--- src/verilog/fcg_pkg.sv ---
// constants and microcode table for the floppy clock generator and data separator
package fcg_pkg;
    // oscillator and master clock, in kHz
    localparam int unsigned MCLK_KHZ   = 50000;
    localparam int unsigned OSC_KHZ    = 8000;
    // target rates, in kHz
    localparam int unsigned CTRL_KHZ   = 4000;
    localparam int unsigned WR_SD_KHZ  = 4000;
    localparam int unsigned WR_DD_KHZ  = 8000;
    localparam int unsigned REC_SD_KHZ = 250;
    localparam int unsigned REC_DD_KHZ = 500;
    // divide ratios from the oscillator, all powers of two
    localparam int unsigned CTRL_DIV   = OSC_KHZ / CTRL_KHZ;
    localparam int unsigned WR_SD_DIV  = OSC_KHZ / WR_SD_KHZ;
    localparam int unsigned WR_DD_DIV  = OSC_KHZ / WR_DD_KHZ;
    localparam int unsigned REC_SD_DIV = OSC_KHZ / REC_SD_KHZ;
    localparam int unsigned REC_DD_DIV = OSC_KHZ / REC_DD_KHZ;
    // widths
    localparam int unsigned DIV_W      = 5;
    localparam int unsigned ACC_W      = 17;
    localparam int unsigned ADDR_W     = 5;
    localparam int unsigned DATA_W     = 8;
    localparam int unsigned NIB_W      = 4;
    // address fields
    localparam int unsigned PAGE_BIT   = 4;
    localparam int unsigned WIN_BIT    = 3;
    // reset state: free-run page, count zero
    localparam logic [4:0]  ADDR_RST   = 5'h10;
    localparam logic [3:0]  NIB_TOP    = 4'hF;
    localparam logic [3:0]  NIB_ZERO   = 4'h0;

    // sequencer table, 32 words of 8 bits
    function automatic logic [7:0] seq_rom(input logic [4:0] a);
        logic [7:0] d;
        d = 8'h00;
        case (a)
            5'h00: d = 8'h01;
            5'h01: d = 8'h01;
            5'h02: d = 8'h02;
            5'h03: d = 8'h03;
            5'h04: d = 8'h03;
            5'h05: d = 8'h04;
            5'h06: d = 8'h05;
            5'h07: d = 8'h06;
            5'h08: d = 8'h0B;
            5'h09: d = 8'h0C;
            5'h0A: d = 8'h0D;
            5'h0B: d = 8'h0E;
            5'h0C: d = 8'h0E;
            5'h0D: d = 8'h0F;
            5'h0E: d = 8'h00;
            5'h0F: d = 8'h01;
            5'h1F: d = 8'h00;
            default: d = {4'h0, a[3:0] + 4'h1};
        endcase
        return d;
    endfunction : seq_rom
endpackage : fcg_pkg

--- src/verilog/fcg_top.sv ---
// clock divider and table-driven data separator for the floppy section
`timescale 1ns/100ps

// Notes on behaviour
// all three clocks come from dividing one 8 MHz oscillator tick
// density select picks single or double density rates
// controller 4 MHz; write 4/8 MHz; recovery 250/500 kHz
// separator is a 32x8 table, address latch, two pulse flip-flops
// gate low or no pulse: cycle through entries 10h to 1Fh
// gate high and a read pulse: enter tracking mode
// read pulse rising edge sets flop, page bit low, jump to 00h-0Fh
// low entries retard or advance the window by one or two counts
// correction depends on where the pulse lands within the window
// page bit high again resumes free run in upper half
// table contents follow the published microcode
// each recovery tick latches low data nibble plus page bit
// read data window is the msb of the latched count
module fcg_top (
    // clock and reset
    input  wire logic mclk_in,
    input  wire logic rst_in,
    // from the disk controller
    input  wire logic read_mode_gate_in,
    input  wire logic double_density_select_in,
    // from the drive
    input  wire logic read_pulse_in,
    // clock enables out
    output logic      fdc_clk_en_out,
    output logic      write_clk_en_out,
    output logic      recovery_clock_en_out,
    // separator outputs
    output logic      read_data_window_out,
    output logic      table_page_bit_out
);

    // oscillator accumulator, divider and enables
    logic [fcg_pkg::ACC_W-1:0]  acc_reg,  acc_next;
    logic                       osc_reg,  osc_next;
    logic [fcg_pkg::DIV_W-1:0]  div_reg,  div_next;
    logic                       fdc_reg,  fdc_next;
    logic                       wr_reg,   wr_next;
    logic                       rec_reg,  rec_next;

    // separator state
    logic [fcg_pkg::ADDR_W-1:0] addr_reg, addr_next;
    logic                       cap_reg,  cap_next;
    logic                       rdp_reg,  rdp_next;
    logic                       win_reg,  win_next;
    logic [fcg_pkg::DATA_W-1:0] rom_data;
    // whole table held here; one indexed read instead of a decoder at each use
    logic [fcg_pkg::DATA_W-1:0] seq_table [2**fcg_pkg::ADDR_W];

    // true when the divider sits on a multiple of div
    function automatic logic div_hit(input logic [4:0] cnt, input int unsigned div);
        logic [4:0] mask;
        mask = 5'(div - 1);
        return (cnt & mask) == 5'h00;
    endfunction : div_hit

    // fractional accumulator makes an 8 MHz tick from 50 MHz; jitter is one mclk
    always_comb begin
        acc_next = acc_reg + fcg_pkg::ACC_W'(fcg_pkg::OSC_KHZ);
        osc_next = 1'b0;
        if (acc_next >= fcg_pkg::ACC_W'(fcg_pkg::MCLK_KHZ)) begin
            acc_next = acc_next - fcg_pkg::ACC_W'(fcg_pkg::MCLK_KHZ);
            osc_next = 1'b1;
        end
        div_next = osc_reg ? div_reg + 5'h01 : div_reg;
        fdc_next = osc_reg && div_hit(div_reg, fcg_pkg::CTRL_DIV);
        // density select picks the divide ratio for write and recovery
        if (double_density_select_in) begin
            wr_next  = osc_reg && div_hit(div_reg, fcg_pkg::WR_DD_DIV);
            rec_next = osc_reg && div_hit(div_reg, fcg_pkg::REC_DD_DIV);
        end else begin
            wr_next  = osc_reg && div_hit(div_reg, fcg_pkg::WR_SD_DIV);
            rec_next = osc_reg && div_hit(div_reg, fcg_pkg::REC_SD_DIV);
        end
    end

    // divider registers
    always_ff @(posedge mclk_in) begin
        if (rst_in) begin
            acc_reg <= '0;
            osc_reg <= 1'b0;
            div_reg <= '0;
            fdc_reg <= 1'b0;
            wr_reg  <= 1'b0;
            rec_reg <= 1'b0;
        end else begin
            acc_reg <= acc_next;
            osc_reg <= osc_next;
            div_reg <= div_next;
            fdc_reg <= fdc_next;
            wr_reg  <= wr_next;
            rec_reg <= rec_next;
        end
    end

    // fill the table from the microcode; constant, so this settles once
    always_comb begin
        for (int i = 0; i < 2**fcg_pkg::ADDR_W; i++) begin
            seq_table[i] = fcg_pkg::seq_rom(fcg_pkg::ADDR_W'(i));
        end
    end

    // one table read per cycle at the latched address
    assign rom_data = seq_table[addr_reg];

    // separator: capture flop, edge flop, address latch
    always_comb begin
        rdp_next  = read_pulse_in;
        cap_next  = cap_reg;
        addr_next = addr_reg;
        win_next  = win_reg;
        // latch advances on the recovery tick; capture clears as the page bit is taken
        if (rec_reg) begin
            addr_next = {~cap_reg, rom_data[fcg_pkg::NIB_W-1:0]};
            win_next  = rom_data[fcg_pkg::WIN_BIT];
            cap_next  = 1'b0;
        end
        // a rising pulse edge while gated sets capture, and wins over the clear
        if (read_mode_gate_in && read_pulse_in && !rdp_reg) begin
            cap_next = 1'b1;
        end
    end

    // separator registers
    always_ff @(posedge mclk_in) begin
        if (rst_in) begin
            rdp_reg  <= 1'b0;
            cap_reg  <= 1'b0;
            addr_reg <= fcg_pkg::ADDR_RST;
            win_reg  <= 1'b0;
        end else begin
            rdp_reg  <= rdp_next;
            cap_reg  <= cap_next;
            addr_reg <= addr_next;
            win_reg  <= win_next;
        end
    end

    assign fdc_clk_en_out        = fdc_reg;
    assign write_clk_en_out      = wr_reg;
    assign recovery_clock_en_out = rec_reg;
    assign read_data_window_out  = win_reg;
    assign table_page_bit_out    = addr_reg[fcg_pkg::PAGE_BIT];

    // rate and sequencing checks next to the outputs they guard
    a_ctrl_spacing: assert property (@(posedge mclk_in) disable iff (rst_in)
        fdc_reg |=> !fdc_reg [*8])
        else $error("controller enable too close");
    a_rec_dd_spacing: assert property (@(posedge mclk_in) disable iff (rst_in)
        rec_reg && double_density_select_in |=> !rec_reg [*8])
        else $error("recovery enable too close");
    a_write_dd_rate: assert property (@(posedge mclk_in) disable iff (rst_in)
        osc_reg && double_density_select_in |=> wr_reg)
        else $error("double density write enable missing");
    a_free_run_page: assert property (@(posedge mclk_in) disable iff (rst_in)
        rec_reg && !cap_reg |=> addr_reg[fcg_pkg::PAGE_BIT])
        else $error("free run left upper page");
    a_jump_low_page: assert property (@(posedge mclk_in) disable iff (rst_in)
        rec_reg && cap_reg |=> !addr_reg[fcg_pkg::PAGE_BIT])
        else $error("captured pulse did not jump low");
    a_pulse_capture: assert property (@(posedge mclk_in) disable iff (rst_in)
        read_mode_gate_in && read_pulse_in && !rdp_reg |=> cap_reg)
        else $error("read pulse not captured");
    a_gate_blocks: assert property (@(posedge mclk_in) disable iff (rst_in)
        !read_mode_gate_in && !cap_reg |=> !cap_reg)
        else $error("capture set with gate low");
    a_free_wrap: assert property (@(posedge mclk_in) disable iff (rst_in)
        rec_reg && !cap_reg && addr_reg == {1'b1, fcg_pkg::NIB_TOP}
        |=> addr_reg == {1'b1, fcg_pkg::NIB_ZERO})
        else $error("free run did not wrap");
    a_window_msb: assert property (@(posedge mclk_in) disable iff (rst_in)
        rec_reg |=> win_reg == addr_reg[fcg_pkg::WIN_BIT])
        else $error("window not count msb");
    a_retard_two: assert property (@(posedge mclk_in) disable iff (rst_in)
        rec_reg && addr_reg == 5'h05 |=> addr_reg[3:0] == 4'h4)
        else $error("retard entry wrong");

    // divider checks: every enable rides on an oscillator tick
    a_osc_spacing: assert property (@(posedge mclk_in) disable iff (rst_in)
        osc_reg |=> !osc_reg [*5])
        else $error("oscillator tick too close");
    a_enable_on_tick: assert property (@(posedge mclk_in) disable iff (rst_in)
        fdc_reg || wr_reg || rec_reg |-> $past(osc_reg))
        else $error("enable without oscillator tick");
    a_rec_with_ctrl: assert property (@(posedge mclk_in) disable iff (rst_in)
        rec_reg |-> fdc_reg)
        else $error("recovery enable off the controller phase");
    a_write_spacing: assert property (@(posedge mclk_in) disable iff (rst_in)
        wr_reg |=> !wr_reg [*5])
        else $error("write enable too close");
    a_rec_sd_spacing: assert property (@(posedge mclk_in) disable iff (rst_in)
        rec_reg && !double_density_select_in |=> !rec_reg [*8])
        else $error("single density recovery enable too close");
    a_write_sd_rate: assert property (@(posedge mclk_in) disable iff (rst_in)
        wr_reg && !$past(double_density_select_in) |-> fdc_reg)
        else $error("single density write enable off rate");

    // separator checks: latch holds between ticks, capture lifetime
    a_window_holds: assert property (@(posedge mclk_in) disable iff (rst_in)
        !rec_reg |=> $stable(win_reg))
        else $error("window moved between recovery ticks");
    a_addr_holds: assert property (@(posedge mclk_in) disable iff (rst_in)
        !rec_reg |=> $stable(addr_reg))
        else $error("address latch moved between recovery ticks");
    a_cap_clears: assert property (@(posedge mclk_in) disable iff (rst_in)
        rec_reg && !(read_mode_gate_in && read_pulse_in && !rdp_reg) |=> !cap_reg)
        else $error("capture not cleared at recovery tick");
    a_capture_holds: assert property (@(posedge mclk_in) disable iff (rst_in)
        cap_reg && !rec_reg |=> cap_reg)
        else $error("capture lost before recovery tick");
    a_advance_one: assert property (@(posedge mclk_in) disable iff (rst_in)
        rec_reg && addr_reg == 5'h0C |=> addr_reg[3:0] == 4'hE)
        else $error("advance by one entry wrong");
    a_advance_two: assert property (@(posedge mclk_in) disable iff (rst_in)
        rec_reg && addr_reg == 5'h09 |=> addr_reg[3:0] == 4'hC)
        else $error("advance by two entry wrong");
    a_free_run_count: assert property (@(posedge mclk_in) disable iff (rst_in)
        rec_reg && !cap_reg && addr_reg[fcg_pkg::PAGE_BIT]
        |=> addr_reg[3:0] == $past(addr_reg[3:0]) + 4'h1)
        else $error("free run count did not step by one");

endmodule : fcg_top

--- config.mk ---
export PLATFORM = sky130hd
export DESIGN_NAME = fcg_top
export DESIGN_NICKNAME = d
export VERILOG_FILES = /design/src/verilog/fcg_pkg.sv /design/src/verilog/fcg_top.sv
export SDC_FILE = /design/constraint.sdc
export NUM_CORES = 1
export LEC_CHECK = 0
export ABC_AREA = 1
export ABC_CLOCK_PERIOD_IN_PS = 1800
export BUFFER_PORTS_ARGS = -buffer_cell sky130_fd_sc_hd__buf_4
export CAP_MARGIN = 20
export CORE_MARGIN = 10
export CORE_UTILIZATION = 30
export CTS_CLUSTER_SIZE = 25
export DETAILED_ROUTE_END_ITERATION = 10
export PLACE_DENSITY = 0.56
export SLEW_MARGIN = 20
export SYNTH_ARGS = -nofsm -noshare
export SYNTH_HDL_FRONTEND = slang
export SYNTH_SLANG_ARGS = --single-unit
--- constraint.sdc ---
create_clock -name mclk_in -period 1.8 [get_ports mclk_in]
set_input_delay 0.18 -clock mclk_in [delete_from_list [all_inputs] [get_ports mclk_in]]
set_output_delay 0.18 -clock mclk_in [all_outputs]
set_load 0.01 [all_outputs]
* After elaboration in Yosys (flattened, before gate mapping)
Memories as Yosys holds them, arrays and structs flattened. Index checks and enable logic that the tools add are counted.
Operators by class: reductions and logical operators 10, mux-type cells 8, bitwise gates (word level) 2, order comparisons 2, $add $sub $neg 3
Operators by type and width (count):
- adder 17 x 13 -> 17 bit (second input constant) | 1
- greater-or-equal comparator 17 x 16 -> 1 bit (second input constant) | 1
- 2-to-1 mux 17 bit | 1
- subtractor 17 x 16 -> 17 bit (second input constant) | 1
- zero test 5 bit | 3
- 2-to-1 mux 4 bit | 2
- greater-or-equal comparator 6 bit (second input constant) | 1
- inverter 5 -> 6 bit | 1
- adder 5 x 1 -> 5 bit (second input constant) | 1
- logical AND 1 bit | 5
- 2-to-1 mux 1 bit | 5
- nonzero test 2 bit | 1
- zero test 1 bit | 1
- inverter 1 bit | 1
Storage, ports and cells: bits of input ports 5, flip-flop bits (word level) 34, memory bits (read-only) 256, memories 1, output and inout port bits 5, word-level logic and storage cells 36
Memories:
- (no name shown) | words 32, width 8, read ports 1, clocked after memory_dff 0, wr ports 0, line fcg_top.sv:107 | assign rom_data = seq_table[addr_reg];

* Depth between registers and ports, before layout
Gate-level depths: netlist of the first run.
depth in word-level cells 4, mapped depth 15, depth with buffers taken out 15

* Worst setup path before layout of the first run
No wires, ideal clock.
kind register to register, from register acc_reg[6] in the netlist's numbering, to register acc_reg[12] in the netlist's numbering, required time 1.660 ns, stages on the path, launching flop included 15, buffers on the path 1, arrival 1.694 ns, setup time 0.140 ns, path slack -0.035 ns, path through dfxtp_1 -> ha_1 -> inv_1 -> nand2_1 -> nand2_1 -> nand2_2 -> inv_2 -> nand2_1 -> nor2_2 -> nand3_2 -> nand2_4 -> nor2_8 -> buf_8 -> nand2_2 -> a21oi_2
Between the ends: longest elaborated chain between the ends 3, elaborated cells on any way between the ends 4, classes of those cells 2 x add/sub; 1 x order compare; 1 x mux
Ends and longest elaborated chain:
- start: declaration | line fcg_top.sv:37 | logic [fcg_pkg::ACC_W-1:0] acc_reg, acc_next;
- start signal: assignment | line fcg_top.sv:90 | acc_reg <= acc_next;
- adder 17 x 13 -> 17 bit * | line fcg_top.sv:62 | acc_next = acc_reg + fcg_pkg::ACC_W'(fcg_pkg::OSC_KHZ);
- subtractor 17 x 16 -> 17 bit / greater-or-equal comparator 17 x 16 -> 1 bit (equally long branches) | line fcg_top.sv:65, fcg_top.sv:64
- 2-to-1 mux 17 bit * | line fcg_top.sv:64 | if (acc_next >= fcg_pkg::ACC_W'(fcg_pkg::MCLK_KHZ)) begin
Every way passes the cells marked *; elsewhere a longest branch is shown, timed or not. A chain may end at the register's enable or synchronous reset.

* Final worst setup path of the first run
Ends and elaborated chain as after synthesis.

==> summary.md, run 1 <==
| Metric | Value |
|---|---|
| Cell variety after synth | `34` |
| Pwr per Cell Area | `about 1900 nW/µm²` |
| Antenna violations before repair | `0` |
| Leakage | `1.20 nW` |
| Ant. Diodes | `0` |
| Post-DP HPWL | `3.37 mm` |
| Yosys top cell area share | `0.299` |
| Ys Warns | `0` |
| Crit path max fanout | `7` |
| Max reg flops | `13` |
| Startpoint types | `register` |
| Fmax | `552 MHz` |
| Final wirelength | `4.65 mm` |
| Clk Tree Root Cell | `clkbuf_8` |
| Clk slew on worst S/H paths | `0.07 ns` |
| Vias per cell | `4.63` |
| Commonest non-fill, non-tap cell in the layout | `nand2_1` |
| Vias | `1856` |
| 1st-pass router iterations | `4` |
| Mean Syn Cell Area | `7.05 µm²` |
| Post-synth EDFFs | `0` |
| Final WS setup | `-0.0125 ns` |
| DIE AREA | `10100 µm²` |
| CTS sink cnt | `29` |
| Port buffer count | `9` |
| Htree depth | `2` |
| Overall routing resource usage | `0.0934` |
| Seq/Total Area, Yosys | `0.299` |
| Vias in the first global route | `1785` |
| Worst Path Class, Setup | `register to register` |
| Rows | `29` |
| Final hold viol count | `0` |
| Synth async-reset ratio | `0` |
| Post-Route Setup TNS | `-0.0248 ns` |
| WP data required | `1.97 ns` |
| Final setup fails | `6` |
| Fin. max-slew vios | `0` |
| Num CTS Buffers | `5` |
| Fillcell total | `between 600 and 700` |
| Syn nets | `around 290` |
| Status | `complete, but fails checks` |
| CP Capture Type | `register` |
| Fin crit share | `1.01` |
| Violated checks | `negative setup slack` |
| Relative slew slack | `0.762` |
| Worst-margin pin slew | `about 0.35 ns` |
| RSZ-0062 raised after global routing | `true` |
| Io pins | `10` |
| Area Growth Syn to Fin | `40.0%` |
| Gr ovfl total | `0` |
| Max VDD drop | `around 0.00096 V` |
| Synth top area cells | `dfxtp_1 (30%), nand2_1 (11%), inv_1 (7.2%)` |
| Worst-skew pair later-pin latency | `between 0.2 and 0.3 ns` |
| Post-Syn Area | `1940 µm²` |
| Flops & latches, synth | `29` |
| Most frequent cells in the layout | `nand2_1 (46), buf_4 (40), inv_1 (33)` |
| Area of the core | `6310 µm²` |
| Largest net degree at the start of global routing | `18` |
| Initial drt markers | `62` |
| Post-DR wirelength/cell | `11.6 µm` |
| Gpl congestion | `0.891` |
| Post-DRT Antenna Nets | `0` |
| DRC errors left | `0` |
| Clock Skew | `about 0.0045 ns` |
| Initial Util | `0.307` |
| Max-cap check violation count | `0` |
| Die Height | `100 µm` |
| Gate Count Post-Synth | `275` |
| Top_reg_cell synth | `dfxtp_1` |
| CTS tree | `done` |
| Dpl ws | `-0.101 ns` |
| Max clock buf depth | `2` |
| Leading area contributor after synthesis | `dfxtp_1` |
| HP Class | `input pin to register` |
| First-pass GRT wire length | `7.80 mm` |
| Layout cells sized above 1 | `0.407` |
| Die X | `roughly 100 µm` |
| # nets final | `337` |
| Critical path arrival | `1.98 ns` |
| Tmin final | `1.81 ns` |
## worst max-delay path, stage by stage, from the launching register on
cell and delay (ns):
dfxtp_4 0.38, ha_4 0.19, inv_6 0.08, nand3_2 0.07
nand2_2 0.08, nand2_4 0.06, inv_2 0.06, nand2_2 0.06
nor2_4 0.12, nand3_2 0.10, nand2_4 0.17, nor2_8 0.06
buf_12 0.15, nand2_2 0.06, a21oi_2 0.05
## Yosys cell counts (all sizes together), types with 2 or more instances
library cell and instances:
nand4 3, nand2 74, clkbuf 2, a21oi 20
xnor2 3, xor2 6, o22ai 2, nor2 31
buf 2, inv 41, o21ai 22, nand3 18
dfxtp 29, nand3b 4, ha 9
## timing repair
action / CTS / global route
setup endpoints to repair: 11 / 13
pin swaps: 12 / 19
hold buffers: 0 / 0
gates resized for setup: 33 / 32
setup buffers: 6 / 0
gates cloned: 1 / 1
## stage by stage
step / std cells / utilization / cell area [µm²] / power [mW] / hold slack [ns]
3_3_place_gp: 385 / 0.367 / 2320 / 3.71 / 0.410
6_report: 401 / 0.430 / 2720 / 5.16 / 0.114
5_1_grt: 401 / 0.430 / 2720 / 5.60 / 0.112
2_1_floorplan: 275 / - / 1940 / 2.77 / 0.298
3_5_place_dp: 385 / 0.367 / 2320 / 3.73 / 0.409
4_1_cts: 400 / 0.410 / 2590 / 4.87 / 0.100
## logic make-up (layout without fill, tap and decap cells)
logic type | after synthesis | after routing | share of synthesized area
simple gates | 133 | 134 | 0.351
fa+ha+maj | 9 | 9 | 0.0581
buf+inv | 45 | 93 | 0.0929
xor+xnor | 9 | 9 | 0.0445
flops | 29 | 29 | 0.299
compound gates | 50 | 50 | 0.154
## area by class of cell
cell class                 instances  area (µm²)  share of cell area
sequential                        29         594               0.219
timing repair buffer              44         377               0.139
clock inverter                     2        37.5              0.0138
clock buffer                       6        82.6              0.0304
multi-input combinational        202        1360               0.502
inverter                          41         164              0.0604
tap                               77        96.3              0.0355
## routing by layer
layer	vias up	GRT usage	share of wire
met1	838	0.111	0.46
met3	6	0.0378	0.047
met2	26	0.149	0.48
li1	986	-	-
met4	0	0.0293	0.011
met5	-	0	0
## power by group
part	internal (mW)	total, mW	switching [mW]	leakage [nW]
combinational	1.62	3.41	1.80	0.906
clock	0.450	0.728	0.278	0.0574
sequential	0.821	1.02	0.195	0.239
## final timing paths
path                startpoint          end  slack, ns  cells after the start
max                 acc_reg[6]  acc_reg[12]      -0.01                     14
min          read_mode_gate_in      cap_reg       0.11                      3
max reg2reg         acc_reg[6]  acc_reg[12]      -0.01                     14
min reg2reg            cap_reg  addr_reg[4]       0.45                      1
(Power assumes the default switching activity.)
==> run 2: changes to the inputs <==
Settings changed: MAX_ROUTING_LAYER from default to met4.
==> run 2 against run 1 <==
  * The run still ends with negative setup slack left
  * Global-route usage increased by 0.22 points
  * Sequential share of layout area unchanged
  * Design area unchanged
  * Clock-buffer cell count unchanged
  * First-iteration DRC count down 4.8%
  * Setup slack better by 0.00084 ns
  * Critical path depth unchanged
  * Clock power about the same
  * Die area unchanged
  * Highest routed layer unchanged
==> summary.md, run 2 (same netlist as run 1, synthesis figures left out) <==
| Metric | Value |
|---|---|
| Max VDD drop | `0.000963 V` |
| Pwr per Cell Area | `between 1500 and 2000 nW/µm²` |
| Hold Path Cell Cnt | `3` |
| Worst path most repeated cell | `nand2_2` |
| Worst-margin pin slew | `0.353 ns` |
| Hold_ws | `about 0.11 ns` |
| Post-route cell area | `2720 µm²` |
| Gpl congestion | `0.905` |
| Crit path max fanout | `7` |
| Slowest cell delay on critical path | `between 0.3 and 0.4 ns` |
| Startpoint types | `register` |
| Port buffer count | `9` |
| Slowest cell on the critical path | `dfxtp_4` |
| RSZ-0062 raised after global routing | `true` |
| Initial Util | `0.307` |
| Tmin final | `1.81 ns` |
| Final WS setup | `-0.0116 ns` |
| Gr ovfl total | `0` |
| Final wirelength | `4.63 mm` |
| 1st-pass router iterations | `4` |
| Internal Pwr Total | `2.89 mW` |
| Violated checks | `negative setup slack` |
| Clk Tree Root Cell | `clkbuf_8` |
| Max clock buf depth | `2` |
| Die Height | `between 100 and 150 µm` |
| Worst Path Class, Setup | `register to register` |
| Io pins | `10` |
| Fin crit share | `1.01` |
| Post-Route Setup TNS | `-0.0235 ns` |
| Clk slew on worst S/H paths | `roughly 0.070 ns` |
| CTS tree | `done` |
| Rows | `29` |
| Fin. max-slew vios | `0` |
| Critical Path, Cell by Cell | `ha_4 -> inv_6 -> nand3_2 -> nand2_2 -> nand2_4 -> inv_2 -> nand2_2 -> nor2_4 -> nand3_2 -> nand2_4 -> nor2_8 -> buf_12 -> nand2_2 -> a21oi_2` |
| Die X | `100 µm` |
| RR Startpoint | `acc_reg[6]` |
| Post-DR wirelength/cell | `approximately 12 µm` |
| Status | `complete, but fails checks` |
| DIE AREA | `10100 µm²` |
| Worst-skew pair later-pin latency | `0.29 ns` |
| Vias per cell | `4.65` |
| Num CTS Buffers | `5` |
| Hold endpoint | `cap_reg` |
| Comb pwr share | `0.662` |
| Worst reg2reg setup slack | `-0.01 ns` |
| Sw frac | `0.441` |
| M1 WL | `2.19 mm` |
| First-pass GRT wire length | `7.80 mm` |
| Layout cells sized above 1 | `0.407` |
| Final hold viol count | `0` |
| Area of the core | `6310 µm²` |
| Max reg flops | `13` |
| WL met2 | `2.22 mm` |
| Post-DP HPWL | `3.37 mm` |
| Final core utilization | `0.430` |
| Commonest non-fill, non-tap cell in the layout | `nand2_1` |
| Met3 routed WL | `between 100 and 150 µm` |
| Switching pwr | `2.27 mW` |
| # nets final | `337` |
| HP Class | `input pin to register` |
| Hold_sp | `read_mode_gate_in` |
| Fmax | `552 MHz` |
| Max-cap check violation count | `0` |
| Highest metal used | `met4` |
| Leakage | `1.20 nW` |
| Critical path arrival | `1.99 ns` |
| Clock power frac | `0.142` |
| Antenna violations before repair | `0` |
| DRC errors left | `0` |
| WP data required | `approximately 2 ns` |
| Relative slew slack | `0.762` |
| Initial drt markers | `59` |
| Final setup fails | `6` |
| Overall routing resource usage | `0.0956` |
| FF-to-FF path depth | `14` |
| Largest net degree at the start of global routing | `18` |
| Ant. Diodes | `0` |
| Area Growth Syn to Fin | `40.0%` |
| CTS sink cnt | `29` |
| Sequential power share | `0.197` |
| Worst r2r dst | `acc_reg[12]` |
| Most frequent cells in the layout | `nand2_1 (46), buf_4 (40), inv_1 (33)` |
| Clock Skew | `0.00463 ns` |
| DP Area | `2320 µm²` |
| Vias | `between 1500 and 2000` |
| Post-DRT Antenna Nets | `0` |
| CP Capture Type | `register` |
| Htree depth | `2` |
| Vias in the first global route | `1786` |
## run 2: cell counts in the layout (fill, tap and decap cells not counted)
Identical to the previous run, type by type.
## run 2: cell type report
cell class,instances,area (µm²)
fill,651,3600
multi-input combinational,202,1360
clock buffer,6,82.6
tap,77,96.3
inverter,41,164
clock inverter,2,37.5
timing repair buffer,44,377
sequential,29,594
## run 2: through the flow
step	total power, mW	worst slack [ns]	instances
final	5.16	-0.0116	401
after global routing	5.60	-0.136	401
after CTS	4.87	0.000677	400
after detailed placement	3.73	-0.101	385
after global placement	3.71	-0.0722	385
after floorplan	2.77	0.0139	275
## run 2: critical path: cells and delay by family (launching register included)
family	cells	cell delay, ns
buffers and inverters	3	0.30
adder cells (fa/ha/maj)	1	0.19
AO/OA/AOI/OAI	1	0.05
AND/OR/NAND/NOR	9	0.78
flip-flops	1	0.38
## run 2: routing by layer
layer  vias to the layer above  global-route usage
met2                        30               0.149
met5                         -                   -
li1                        986                   -
met1                       836               0.115
met4                         0              0.0391
met3                        11              0.0240
## run 2: worst max path at each step
stage / startpoint / end / slack, ns
after global routing: acc_reg[6] / acc_reg[12] / -0.14
after CTS: acc_reg[7] / acc_reg[9] / 0.0007
after floorplan: acc_reg[6] / acc_reg[6] / 0.01
after detailed placement: acc_reg[7] / acc_reg[13] / -0.10
final: acc_reg[6] / acc_reg[12] / -0.01
after global placement: acc_reg[6] / acc_reg[9] / -0.07
## run 2: power by group through the flow
stage	clock (mW)	sequential, mW	combinational [mW]
2_1_floorplan	0	0.946	1.82
3_3_place_gp	0	0.963	2.75
3_5_place_dp	0	0.963	2.77
4_1_cts	0.752	0.987	3.13
5_1_grt	0.775	1.05	3.78
6_report	0.731	1.02	3.41
## run 2: repair_timing
item                       4_1_cts  5_1_grt
gates cloned                     1        1
pin swaps                       12       19
gates resized for setup         33       32
setup buffers                    6        0
hold buffers                     0        0
setup endpoints to repair       11       13
